--- config.mk ---
export PLATFORM = sky130hd
export DESIGN_NAME = asm_regs
export DESIGN_NICKNAME = d
export VERILOG_FILES = /design/src/verilog/asm_regs.v /design/src/verilog/asm_ready_sel.v
export VERILOG_INCLUDE_DIRS = /design/src /design/src/verilog
export SDC_FILE = /design/constraint.sdc
export NUM_CORES = 1
export LEC_CHECK = 0
export ABC_AREA = 1
export BUFFER_PORTS_ARGS = -buffer_cell sky130_fd_sc_hd__buf_2
export CAP_MARGIN = 10
export CORE_MARGIN = 3
export CORE_UTILIZATION = 56
export CTS_BUF_LIST = sky130_fd_sc_hd__clkbuf_8
export CTS_CLUSTER_DIAMETER = 30
export DETAILED_ROUTE_END_ITERATION = 7
export PLACE_DENSITY = 0.94
export SLEW_MARGIN = 15
export SYNTH_ARGS = -nofsm -noshare
export SYNTH_HDL_FRONTEND = slang
export SYNTH_HIERARCHICAL = 1
export SYNTH_SLANG_ARGS = --single-unit
--- constraint.sdc ---
create_clock -name clk -period 2.9 [get_ports clk]
set_clock_uncertainty 0.2 [all_clocks]
set_input_delay 0.29 -clock clk [delete_from_list [all_inputs] [get_ports clk]]
set_output_delay 0.29 -clock clk [all_outputs]
set_load 0.05 [all_outputs]
--- src/verilog/asm_defines.vh ---
// Constants for the status and mode register bank.
`ifndef ASM_DEFINES_VH
`define ASM_DEFINES_VH
`define ASM_ADDR_W          6
`define ASM_ADDR_STATUS     6'h01
`define ASM_ADDR_MODE       6'h02
`define ASM_ADDR_IRQ_MASK   6'h04
`define ASM_ADDR_IRQ_STAT   6'h05
`define ASM_MODE_RESET      16'h0510
`define ASM_MODE_WMASK      16'h3f1f
`define ASM_STAT_LOCK       15
`define ASM_STAT_RESYNC     14
`define ASM_STAT_MAPCRC     13
`define ASM_STAT_CRCERR     12
`define ASM_STAT_CRCTYPE    11
`define ASM_STAT_RSTFLAG    10
`define ASM_WLEN_HI         9
`define ASM_WLEN_LO         8
`define ASM_MODE_MAPCRC_EN  13
`define ASM_MODE_RXCRC_EN   12
`define ASM_MODE_CRCTYPE    11
`define ASM_MODE_RSTACK     10
`define ASM_MODE_TIMEOUT    4
`define ASM_SEL_HI          3
`define ASM_SEL_LO          2
`define ASM_MODE_FLOAT      1
`define ASM_MODE_PULSE      0
`define ASM_SEL_LAG         2'h0
`define ASM_SEL_OR          2'h1
`define ASM_IRQ_W           4
`define ASM_IRQ_RESYNC      0
`define ASM_IRQ_MAPCRC      1
`define ASM_IRQ_CRCERR      2
`define ASM_IRQ_DATA        3
`define ASM_ZERO16          16'h0000
`endif

--- src/verilog/asm_regs.v ---
// Status and mode register bank of a six-channel converter.
//
// Contract
// - Status bit 15 follows interface lock and is 0 after reset.
// - Status bit 14 is set on every resynchronisation and is 0 after reset.
// - Status bit 13 shows the register-map checksum changed, 0 after reset.
// - Status bit 12 is set on an input frame checksum error, 0 after reset.
// - Status bit 11 shows the checksum type, 0 for CCITT, 1 for ANSI.
// - Status bit 10 is 1 after any reset until cleared.
// - Status bits 9:8 show the word length, 01 after reset.
// - Status bits 7:6 always read 00.
// - Status bits 5:0 show new data per channel, 0 after reset.
// - Mode register at 02h resets to 0510h with the listed fields.
// - Ready source picks lagging, OR, or leading enabled channel.
// - Mode bit 4 enables the interface timeout and resets to 1.
//
// Decided for this implementation: the strobed register port.
`timescale 1ns/10ps
`include "asm_defines.vh"
module asm_regs #(
  parameter N_CH = 6
) (
  input  wire                   clk,
  input  wire                   sys_rst,
  input  wire [`ASM_ADDR_W-1:0] reg_addr,
  input  wire [15:0]            reg_wdata,
  input  wire                   reg_wr,
  input  wire                   reg_rd,
  output reg  [15:0]            reg_rdata,
  input  wire                   lock_in,
  input  wire                   resync_ev,
  input  wire                   map_crc_changed_ev,
  input  wire                   rx_crc_err_ev,
  input  wire [N_CH-1:0]        ch_data_ev,
  input  wire [N_CH-1:0]        ch_data_read,
  input  wire [N_CH-1:0]        ch_enable,
  output reg                    map_crc_en,
  output reg                    rx_crc_en,
  output reg                    crc_type,
  output reg  [1:0]             sample_word_size,
  output reg                    timeout_en,
  output reg                    ready_pin_idle_float,
  output reg                    ready_pin_pulse_format,
  output reg                    ready_level,
  output reg                    irq
);
  reg  [15:0]            mode_word;
  reg                    mf_map_crc_en_r;
  reg                    mf_rx_crc_en_r;
  reg                    mf_crc_type_r;
  reg                    mf_rst_ack_r;
  reg  [1:0]             mf_word_size_r;
  reg                    mf_timeout_r;
  reg  [1:0]             mf_ready_sel_r;
  reg                    mf_float_r;
  reg                    mf_pulse_r;
  reg                    lock_s1_r;
  reg                    lock_s2_r;
  reg                    realign_r;
  reg                    map_chg_r;
  reg                    crc_err_r;
  reg                    rst_flag_r;
  reg  [N_CH-1:0]        new_r;
  reg  [`ASM_IRQ_W-1:0]  irq_stat_r;
  reg  [`ASM_IRQ_W-1:0]  irq_mask_r;
  reg  [15:0]            status_w;
  reg  [15:0]            rdata_nxt;
  wire                   ready_w;
  wire [`ASM_IRQ_W-1:0]  irq_ev;
  wire                   wr_mode;
  wire                   rd_irq;
  wire [1:0]             ready_pin_source_select;
  localparam [15:0]      MODE_RST = `ASM_MODE_RESET; // Mode word after reset.

  assign wr_mode = reg_wr && (reg_addr == `ASM_ADDR_MODE);
  assign rd_irq  = reg_rd && (reg_addr == `ASM_ADDR_IRQ_STAT);
  assign ready_pin_source_select = mf_ready_sel_r;

  // Lock is an asynchronous level, so it passes two flops first.
  always @(posedge clk or posedge sys_rst) begin
    if (sys_rst) begin
      lock_s1_r <= 1'b0;
      lock_s2_r <= 1'b0;
    end else begin
      lock_s1_r <= lock_in;
      lock_s2_r <= lock_s1_r;
    end
  end

  // Register map checksum enable field of the mode word.
  always @(posedge clk or posedge sys_rst) begin
    if (sys_rst) begin
      mf_map_crc_en_r <= MODE_RST[`ASM_MODE_MAPCRC_EN];
    end else if (wr_mode) begin
      mf_map_crc_en_r <= reg_wdata[`ASM_MODE_MAPCRC_EN];
    end
  end

  // Input frame checksum enable field of the mode word.
  always @(posedge clk or posedge sys_rst) begin
    if (sys_rst) begin
      mf_rx_crc_en_r <= MODE_RST[`ASM_MODE_RXCRC_EN];
    end else if (wr_mode) begin
      mf_rx_crc_en_r <= reg_wdata[`ASM_MODE_RXCRC_EN];
    end
  end

  // Checksum type field of the mode word.
  always @(posedge clk or posedge sys_rst) begin
    if (sys_rst) begin
      mf_crc_type_r <= MODE_RST[`ASM_MODE_CRCTYPE];
    end else if (wr_mode) begin
      mf_crc_type_r <= reg_wdata[`ASM_MODE_CRCTYPE];
    end
  end

  // Reset acknowledge field, stored exactly as the host wrote it.
  always @(posedge clk or posedge sys_rst) begin
    if (sys_rst) begin
      mf_rst_ack_r <= MODE_RST[`ASM_MODE_RSTACK];
    end else if (wr_mode) begin
      mf_rst_ack_r <= reg_wdata[`ASM_MODE_RSTACK];
    end
  end

  // Word length field of the mode word.
  always @(posedge clk or posedge sys_rst) begin
    if (sys_rst) begin
      mf_word_size_r <= MODE_RST[`ASM_WLEN_HI:`ASM_WLEN_LO];
    end else if (wr_mode) begin
      mf_word_size_r <= reg_wdata[`ASM_WLEN_HI:`ASM_WLEN_LO];
    end
  end

  // Interface timeout enable, on by default.
  always @(posedge clk or posedge sys_rst) begin
    if (sys_rst) begin
      mf_timeout_r <= MODE_RST[`ASM_MODE_TIMEOUT];
    end else if (wr_mode) begin
      mf_timeout_r <= reg_wdata[`ASM_MODE_TIMEOUT];
    end
  end

  // Ready source field that steers the ready selector.
  always @(posedge clk or posedge sys_rst) begin
    if (sys_rst) begin
      mf_ready_sel_r <= MODE_RST[`ASM_SEL_HI:`ASM_SEL_LO];
    end else if (wr_mode) begin
      mf_ready_sel_r <= reg_wdata[`ASM_SEL_HI:`ASM_SEL_LO];
    end
  end

  // Ready pin idle float field of the mode word.
  always @(posedge clk or posedge sys_rst) begin
    if (sys_rst) begin
      mf_float_r <= MODE_RST[`ASM_MODE_FLOAT];
    end else if (wr_mode) begin
      mf_float_r <= reg_wdata[`ASM_MODE_FLOAT];
    end
  end

  // Ready pin pulse format field of the mode word.
  always @(posedge clk or posedge sys_rst) begin
    if (sys_rst) begin
      mf_pulse_r <= MODE_RST[`ASM_MODE_PULSE];
    end else if (wr_mode) begin
      mf_pulse_r <= reg_wdata[`ASM_MODE_PULSE];
    end
  end

  // Mode word as read back; reserved bits have no storage and read zero.
  always @* begin
    mode_word = `ASM_ZERO16;
    mode_word[`ASM_MODE_MAPCRC_EN]        = mf_map_crc_en_r;
    mode_word[`ASM_MODE_RXCRC_EN]         = mf_rx_crc_en_r;
    mode_word[`ASM_MODE_CRCTYPE]          = mf_crc_type_r;
    mode_word[`ASM_MODE_RSTACK]           = mf_rst_ack_r;
    mode_word[`ASM_WLEN_HI:`ASM_WLEN_LO]  = mf_word_size_r;
    mode_word[`ASM_MODE_TIMEOUT]          = mf_timeout_r;
    mode_word[`ASM_SEL_HI:`ASM_SEL_LO]    = mf_ready_sel_r;
    mode_word[`ASM_MODE_FLOAT]            = mf_float_r;
    mode_word[`ASM_MODE_PULSE]            = mf_pulse_r;
  end

  // Sticky event flags; only reset clears the event flags, and a zero acknowledge write clears the reset flag.
  always @(posedge clk or posedge sys_rst) begin
    if (sys_rst) begin
      realign_r  <= 1'b0;
      map_chg_r  <= 1'b0;
      crc_err_r  <= 1'b0;
      rst_flag_r <= MODE_RST[`ASM_MODE_RSTACK];
    end else begin
      if (resync_ev) begin
        realign_r <= 1'b1;
      end
      if (map_crc_changed_ev) begin
        map_chg_r <= 1'b1;
      end
      if (rx_crc_err_ev) begin
        crc_err_r <= 1'b1;
      end
      if (wr_mode && !reg_wdata[`ASM_MODE_RSTACK]) begin
        rst_flag_r <= 1'b0;
      end
    end
  end

  // Per-channel new-data flags, cleared when that channel's data is read.
  genvar gi;
  generate
    for (gi = 0; gi < N_CH; gi = gi + 1) begin : g_ch
      always @(posedge clk or posedge sys_rst) begin
        if (sys_rst) begin
          new_r[gi] <= 1'b0;
        end else if (ch_data_ev[gi]) begin
          new_r[gi] <= 1'b1;
        end else if (ch_data_read[gi]) begin
          new_r[gi] <= 1'b0;
        end
      end
    end
  endgenerate

  // Status word assembly.
  always @* begin
    status_w = `ASM_ZERO16;
    status_w[`ASM_STAT_LOCK]    = lock_s2_r;
    status_w[`ASM_STAT_RESYNC]  = realign_r;
    status_w[`ASM_STAT_MAPCRC]  = map_chg_r;
    status_w[`ASM_STAT_CRCERR]  = crc_err_r;
    status_w[`ASM_STAT_CRCTYPE] = mode_word[`ASM_MODE_CRCTYPE];
    status_w[`ASM_STAT_RSTFLAG] = rst_flag_r;
    status_w[`ASM_WLEN_HI:`ASM_WLEN_LO] = mode_word[`ASM_WLEN_HI:`ASM_WLEN_LO];
    status_w[N_CH-1:0] = new_r;
  end

  // Interrupt events: resync, map change, input error, any new data.
  assign irq_ev = {|ch_data_ev, rx_crc_err_ev, map_crc_changed_ev, resync_ev};

  // Interrupt status is sticky and cleared by its read; set wins.
  always @(posedge clk or posedge sys_rst) begin
    if (sys_rst) begin
      irq_stat_r <= {`ASM_IRQ_W{1'b0}};
      irq_mask_r <= {`ASM_IRQ_W{1'b0}};
    end else begin
      irq_stat_r <= (rd_irq ? {`ASM_IRQ_W{1'b0}} : irq_stat_r) | irq_ev;
      if (reg_wr && (reg_addr == `ASM_ADDR_IRQ_MASK)) begin
        irq_mask_r <= reg_wdata[`ASM_IRQ_W-1:0];
      end
    end
  end

  // Read mux; status is read-only, so writes to it are ignored.
  always @* begin
    case (reg_addr)
      `ASM_ADDR_STATUS:   rdata_nxt = status_w;
      `ASM_ADDR_MODE:     rdata_nxt = mode_word;
      `ASM_ADDR_IRQ_MASK: rdata_nxt = {{(16-`ASM_IRQ_W){1'b0}}, irq_mask_r};
      `ASM_ADDR_IRQ_STAT: rdata_nxt = {{(16-`ASM_IRQ_W){1'b0}}, irq_stat_r};
      default:            rdata_nxt = `ASM_ZERO16;
    endcase
  end

  asm_ready_sel #(
    .N_CH (N_CH)
  ) u_ready (
    .ch_ready  (new_r),
    .ch_enable (ch_enable),
    .sel       (ready_pin_source_select),
    .ready     (ready_w)
  );

  // Read data stands for the one cycle after a read strobe and is zero otherwise.
  always @(posedge clk or posedge sys_rst) begin
    if (sys_rst) begin
      reg_rdata <= `ASM_ZERO16;
    end else begin
      reg_rdata <= reg_rd ? rdata_nxt : `ASM_ZERO16;
    end
  end

  // Map checksum enable output, one cycle behind its mode field.
  always @(posedge clk or posedge sys_rst) begin
    if (sys_rst) begin
      map_crc_en <= MODE_RST[`ASM_MODE_MAPCRC_EN];
    end else begin
      map_crc_en <= mf_map_crc_en_r;
    end
  end

  // Input checksum enable output, one cycle behind its mode field.
  always @(posedge clk or posedge sys_rst) begin
    if (sys_rst) begin
      rx_crc_en <= MODE_RST[`ASM_MODE_RXCRC_EN];
    end else begin
      rx_crc_en <= mf_rx_crc_en_r;
    end
  end

  // Checksum type output, one cycle behind its mode field.
  always @(posedge clk or posedge sys_rst) begin
    if (sys_rst) begin
      crc_type <= MODE_RST[`ASM_MODE_CRCTYPE];
    end else begin
      crc_type <= mf_crc_type_r;
    end
  end

  // Word length output, one cycle behind its mode field.
  always @(posedge clk or posedge sys_rst) begin
    if (sys_rst) begin
      sample_word_size <= MODE_RST[`ASM_WLEN_HI:`ASM_WLEN_LO];
    end else begin
      sample_word_size <= mf_word_size_r;
    end
  end

  // Timeout enable output, one cycle behind its mode field.
  always @(posedge clk or posedge sys_rst) begin
    if (sys_rst) begin
      timeout_en <= MODE_RST[`ASM_MODE_TIMEOUT];
    end else begin
      timeout_en <= mf_timeout_r;
    end
  end

  // Ready pin idle float output, one cycle behind its mode field.
  always @(posedge clk or posedge sys_rst) begin
    if (sys_rst) begin
      ready_pin_idle_float <= MODE_RST[`ASM_MODE_FLOAT];
    end else begin
      ready_pin_idle_float <= mf_float_r;
    end
  end

  // Ready pin pulse format output, one cycle behind its mode field.
  always @(posedge clk or posedge sys_rst) begin
    if (sys_rst) begin
      ready_pin_pulse_format <= MODE_RST[`ASM_MODE_PULSE];
    end else begin
      ready_pin_pulse_format <= mf_pulse_r;
    end
  end

  // Ready level from the selected source, registered to keep the pin glitch free.
  always @(posedge clk or posedge sys_rst) begin
    if (sys_rst) begin
      ready_level <= 1'b0;
    end else begin
      ready_level <= ready_w;
    end
  end

  // Level interrupt, high while any unmasked status bit is set.
  always @(posedge clk or posedge sys_rst) begin
    if (sys_rst) begin
      irq <= 1'b0;
    end else begin
      irq <= |(irq_stat_r & irq_mask_r);
    end
  end
endmodule

--- src/verilog/asm_ready_sel.v ---
// Ready source selection over the per-channel new-data flags.
`timescale 1ns/10ps
`include "asm_defines.vh"
module asm_ready_sel #(
  parameter N_CH = 6
) (
  input  wire [N_CH-1:0] ch_ready,
  input  wire [N_CH-1:0] ch_enable,
  input  wire [1:0]      sel,
  output reg             ready
);
  wire [N_CH-1:0] act;
  assign act = ch_ready & ch_enable;
  // Lagging waits for every enabled channel, leading takes the first one.
  always @* begin
    if (ch_enable == {N_CH{1'b0}}) begin
      ready = 1'b0;
    end else if (sel == `ASM_SEL_LAG) begin
      ready = (act == ch_enable);
    end else begin
      ready = |act;
    end
  end
endmodule

==> results.yml, run 1 <==
run_status:
  status: "complete, but fails checks"
  violations: "hold timing"
global_routing:
  grt_pass1_wl_mm: 9.729
  grt_max_degree: 56
  antenna_found_initial: 0
  grt_pass1_vias: 2172
  grt_use_total: 0.2510
  grt.overflow.total: 0
critical_path:
  cp_cell_sequence: "dlygate4sd3_1, buf_2, o21ai_0, dlygate4sd3_1"
  timing_worst_setup_path_type: "in2reg"
  start_kind: "input port"
  worst_path_largest_cell_delay_ps: 560
  cp_slowest_cell: "dlygate4sd3_1"
  cp_common_cell: "dlygate4sd3_1"
  required_ps: 2960
  cp.arrival_ps: 1680
  critPathMaxFanout: 1
  endpoint_kind: "register"
clock_tree:
  insertion_delay_ps: 310
  htreeDepth: 2
  clockBufferDepth: 2
  cts_root_buffer: "clkbuf_8"
  post_cts_resized: 0
  cts_buffers: 5
  cts_tree: "yes"
  clkSinkCount: 55
  clk_pin_slew_ps: 90
routing:
  routedWlPerCell_um: 14.81
  firstDrtPassIters: 5
  vias: 2110
  post_drt_via_cell_ratio: 5.302
  routed_wl_mm: 5.896
  drt_iter0_drc: 183
  postRouteAntennaNets: 0
  route.detailed.drc: 0
synthesis:
  seq_area_frac_synth: 0.5927
  ys_types: 24
  yosys_warnings: 6
  syn_avg_cell_area_um2: 9.014
  synth_top_area_frac: 0.5252
  synth_top_cells_by_area: "dfrtp_1 53%, nand2_1 10%, dfstp_2 6.8%"
  ys_seq_elements: 55
  synth_top_area_cell: "dfrtp_1"
  syn_inst: 259
  synth_area_um2: 2335
timing:
  drv_slew: 0
  fmax_mhz: 617.7
  rsz0062_at_grt: "no"
  finalSetupTns_ps: 0
  hold_viol_final: 2
  worst_pin_slew_ps: 670.4
  setup_viol: 0
  fin_crit_ps: 1619
  period_share: 0.5582
  timing.final.ws_setup_ps: 1281
  holdWs_ps: -6.095
  slew_headroom: 0.5531
final_layout:
  drive_above_1_share: 0.2743
  n_fill_cell: 246
  finalNonFillerCells: 398
  fin_nets: 397
  syn_to_final_growth_pct: 28.30
  antenna_cells: 0
die:
  die_area_um2: 4980
  row_count: 22
  die_h_um: 70.57
  ioPinCount: 74
  core_um2: 3826
  start_util: 0.6102
  die_x_um: 70.57
power:
  intPower_mw: 1.182
  power_frac_comb: 0.175
  report.power.total_mw: 1.659
  pwr-share-clk: 0.295
  net-switching-power_uw: 476.8
  power_density_nw_per_um2: 553.7
  vdd_drop_max_v: 0.0003706
  leakage_nw: 1.682
  p_sw_frac: 0.2875
  p_seq_frac: 0.530
place:
  gp_congestion: 0.9178
  dp_cells: 371
  dpl.hpwl_mm: 3.904
  place_ws_ps: 999.6
  numPortBuffers: 66
job:
  max_cap_viol_count: 0
min_path:
  worst_hold_path_type: "in2reg"
layout make-up:
class / count / area (um^2) / share of cell area
clock inverter: 3 / 37.54 / 0.01253
clock buffer: 5 / 68.82 / 0.02297
timing repair buffer: 88 / 543.0 / 0.1813
inverter: 42 / 157.7 / 0.05263
multi-input combinational: 157 / 744.5 / 0.2485
sequential: 55 / 1384 / 0.4620
tap: 48 / 60.06 / 0.02005
metal layers:
layer  vias up  global-route usage  routed length [um]
met5         -                   0                   0
met4         0              0.1315                 229
met3        29             0.05256                 490
met2       122              0.4376                3076
met1       979              0.2915                2100
li1        980                   -                   -
logic make-up after synthesis:
logic type      after synthesis  synth area share
other cells                   1          0.001606
simple gates                128            0.2513
buf+inv                      48           0.09003
compound gates               27           0.06431
flops                        55            0.5927
cells in the mapped netlist (all sizes together):
| master | n |
|---|---|
| inv | 41 |
| dfrtp | 49 |
| o22ai | 1 |
| buf | 6 |
| o21bai | 4 |
| nand4 | 13 |
| conb | 1 |
| nor2 | 34 |
| a21oi | 7 |
| o21ai | 15 |
| and3 | 1 |
| nor3 | 1 |
| nand2 | 65 |
| nand3 | 12 |
| clkinv | 1 |
| or2 | 2 |
| dfstp | 6 |
power by group through the flow:
stage,Sequential [mW],Clock [mW],Combinational (mW)
global placement,0.889,0,0.253
floorplan,0.964,0,0.102
detailed placement,0.893,0,0.263
finish,0.879,0.489,0.291
global route,0.887,0.516,0.317
CTS,0.878,0.491,0.284
path summary, 6_finish.rpt:
| path | from | endpoint | slack [ps] | cells past startpoint |
|---|---|---|---|---|
| worst min register to register | lock_s1_r$_DFF_PP0_ | lock_s2_r$_DFF_PP0_ | 170 | 0 |
| max in group asynchronous | sys_rst | irq_stat_r[2]$_DFF_PP0_ | 1560 | 4 |
| worst max-delay path | ch_data_read[5] | new_r[5]$_DFFE_PP0P_ | 1280 | 4 |
| worst min-delay path | reg_wdata[0] | irq_mask_r[0]$_DFFE_PP0P_ | -6 | 3 |
| worst max register to register | new_r[4]$_DFFE_PP0P_ | new_r[4]$_DFFE_PP0P_ | 1430 | 3 |
| min in group asynchronous | sys_rst | reg_rdata[10]$_DFF_PP0_ | 500 | 4 |
critical path, delay by kind of cell:
kind | cells | cell delay [ps]
compound gates | 1 | 160
buf+inv | 3 | 1220
registers in the layout, summed over array words and instances (netlist names), 2 cells and up:
name and count:
irq_mask_r 4, sample_word_size 2, mf_ready_sel_r 2, new_r 6, reg_rdata 14, irq_stat_r 4
mf_word_size_r 2
per-stage QoR:
step | utilization | cell area, um^2 | hold slack [ps]
after CTS | 0.7802 | 2985 | 0.1560
after global placement | 0.7054 | 2699 | 134.9
after detailed placement | 0.7054 | 2699 | 149.8
after global routing | 0.7829 | 2995 | 15.85
after floorplan | - | 2338 | 121.4
final | 0.7829 | 2995 | -6.095
layout by cell type, fill, tap and decap left out, types with 4 or more instances in the layout:
cell / count
o21ai_0: 14
nor2_1: 27
nand3_1: 10
nand4_1: 13
dfstp_2: 6
nand2_1: 65
clkbuf_8: 5
o21bai_1: 4
a21oi_1: 7
buf_2: 66
dlygate4sd3_1: 19
nor2_2: 4
dfrtp_1: 49
inv_1: 40
what timing repair did:
item / in CTS / in global routing
hold endpoints to repair: 63 / 1
setup buffers: 0 / 0
hold buffers: 18 / 1
(Power assumes the default switching activity.)
==> inputs of run 2 (changes only) <==
- CORE_UTILIZATION: 56 -> 47
- PLACE_DENSITY: 0.94 -> 0.84
- clock period: 2.9 -> 1.39 ns (I/O delays scaled with it)
==> run 2 against run 1 <==
Net effect:
- the run now ends clean
- register-to-register slack worse by 1200 ps
- design area up 7.1%
- setup slack worse by 1300 ps
- clock power up 85%
- total power up 100%
- count of clock-buffer cells in the layout unchanged
- largest power group unchanged
==> results.yml, run 2 (synthesis gave the netlist of run 1 again) <==
routing:
  firstDrtPassIters: 4
  post_drt_via_cell_ratio: 4.740
  drt_iter0_drc: 139
  postRouteAntennaNets: 0
  vias: 2062
  routedWlPerCell_um: 12.40
  route.detailed.drc: 0
  routed_wl_mm: 5.394
clock_tree:
  htreeDepth: 2
  cts_tree: "yes"
  clk_pin_slew_ps: 100
  clockBufferDepth: 2
  insertion_delay_ps: 310
  postCtsSetupRepairBufs: 0
  clkSinkCount: 55
  cts_buffers: 5
  cts_root_buffer: "clkbuf_8"
run_status:
  status: "finished clean"
final_layout:
  n_fill_cell: 394
  final_common_cell: "nand2_1"
  antenna_cells: 0
  largest_reg_flops: 14
  regMostFlops: "reg_rdata"
  fin_nets: 415
  reg_top3: "reg_rdata: 14 flops, new_r: 6 flops"
  drive_above_1_share: 0.2880
  syn_to_final_growth_pct: 37.41
  mostFrequentLayoutCells: "65 x nand2_1, 64 x buf_2, 49 x dfrtp_1"
critical_path:
  required_ps: 1050
  worst_path_largest_cell_delay_ps: 530
  endpoint_kind: "primary output"
  cp_slowest_cell: "dfstp_2"
  critPathMaxFanout: 1
  path_buf_inv: 1
  timing_worst_setup_path_type: "reg2out"
  cp.arrival_ps: 1020
  path_delay_family: "flip-flops"
  start_kind: "register"
  cp_cell_sequence: "buf_4"
power:
  p_sw_frac: 0.3030
  net-switching-power_mw: 1.024
  leakage_nw: 1.763
  pwr-share-clk: 0.268
  power_density_nw_per_um2: 1053
  intPower_mw: 2.355
  vdd_drop_max_v: 0.0005899
  power_frac_comb: 0.189
  p_seq_frac: 0.543
die:
  die_h_um: 76.48
  die_x_um: 76.48
  ioPinCount: 74
  core_um2: 4755
  row_count: 25
  die_area_um2: 5849
  start_util: 0.4911
timing:
  fin_crit_ps: 1359
  hold_viol_final: 0
  rsz0062_at_grt: "no"
  fmax_mhz: 735.6
  finalSetupTns_ps: 0
  period_share: 0.9780
  timing.final.ws_setup_ps: 30.60
  setup_viol: 0
  drv_slew: 0
global_routing:
  grt_use_total: 0.2028
  grt_max_degree: 56
  grt_pass1_vias: 2179
  grt.overflow.total: 0
  grt_pass1_wl_mm: 9.556
  antenna_found_initial: 0
place:
  place_ws_ps: 33.44
  numPortBuffers: 66
  gp_congestion: 0.7880
  dpl.hpwl_mm: 3.853
min_path:
  worst_hold_path_type: "in2reg"
job:
  max_cap_viol_count: 0
[run 2: cell types whose count changed in the layout (fill, tap and decap cells not counted), sizes merged]
cell         delta
inv             -2
clkinv          +2
dlygate4sd3    +10
clkinvlp        +1
buf             +8
bufinv          -1
[run 2: tightest hold or removal path, cell delays in order]
cell and delay [ps]:
buf_2 120, nor2_4 50, nand3_4 60, nor2_4 50, nand2_1 50, nand2_1 40
[run 2: final cells by class]
type	instances	area, um^2	share of cell area
timing repair buffer	106	737.0	0.2297
multi-input combinational	157	744.5	0.2321
sequential	55	1384	0.4314
tap	67	83.83	0.02613
clock inverter	3	28.78	0.008970
clock buffer	5	68.82	0.02145
inverter	42	161.4	0.05031
[run 2: metal layers]
layer,vias to the layer above,track usage,share of wire
met5,-,0,0
met4,0,0.07065,0.021
met3,11,0.04255,0.057
met2,75,0.3559,0.51
met1,962,0.2469,0.41
li1,1014,-,-
[run 2: stage by stage]
stage,std cells,power [mW],instance area [um^2],util,hold slack [ps]
floorplan,260,2.225,2342,-,-29.57
global placement,398,2.409,2811,0.5913,30.39
detailed placement,398,2.427,2811,0.5913,37.26
CTS,435,3.396,3204,0.6739,12.41
global route,435,3.543,3208,0.6747,47.63
finish,435,3.379,3208,0.6747,24.58
[run 2: path summary, 6_finish.rpt]
check | startpoint | end | slack [ps] | cells past startpoint
worst max-delay path | sample_word_size[0]$_DFF_PP1_ | sample_word_size[0] | 30 | 1
worst min-delay path | reg_addr[0] | mf_map_crc_en_r$_DFFE_PP0P_ | 20 | 6
worst max register to register | new_r[4]$_DFFE_PP0P_ | ready_level$_DFF_PP0_ | 200 | 6
worst min register to register | lock_s1_r$_DFF_PP0_ | lock_s2_r$_DFF_PP0_ | 160 | 0
max in group asynchronous | sys_rst | sample_word_size[0]$_DFF_PP1_ | 470 | 4
min in group asynchronous | sys_rst | reg_rdata[13]$_DFF_PP0_ | 250 | 4
[run 2: repair_timing]
item / 4_1_cts / 5_1_grt
pin swaps: 0 / 0
hold endpoints to repair: 91 / 0
hold buffers: 29 / 0
resized for setup: 2 / 1
endpoints found under the setup margin: 2 / 1
[run 2: power groups by stage]
stage	clock network [mW]	registers (mW)	logic (mW)
2_1_floorplan	0	2.01	0.213
3_3_place_gp	0	1.86	0.551
3_5_place_dp	0	1.86	0.564
4_1_cts	0.931	1.83	0.633
5_1_grt	0.990	1.85	0.698
6_report	0.906	1.84	0.638
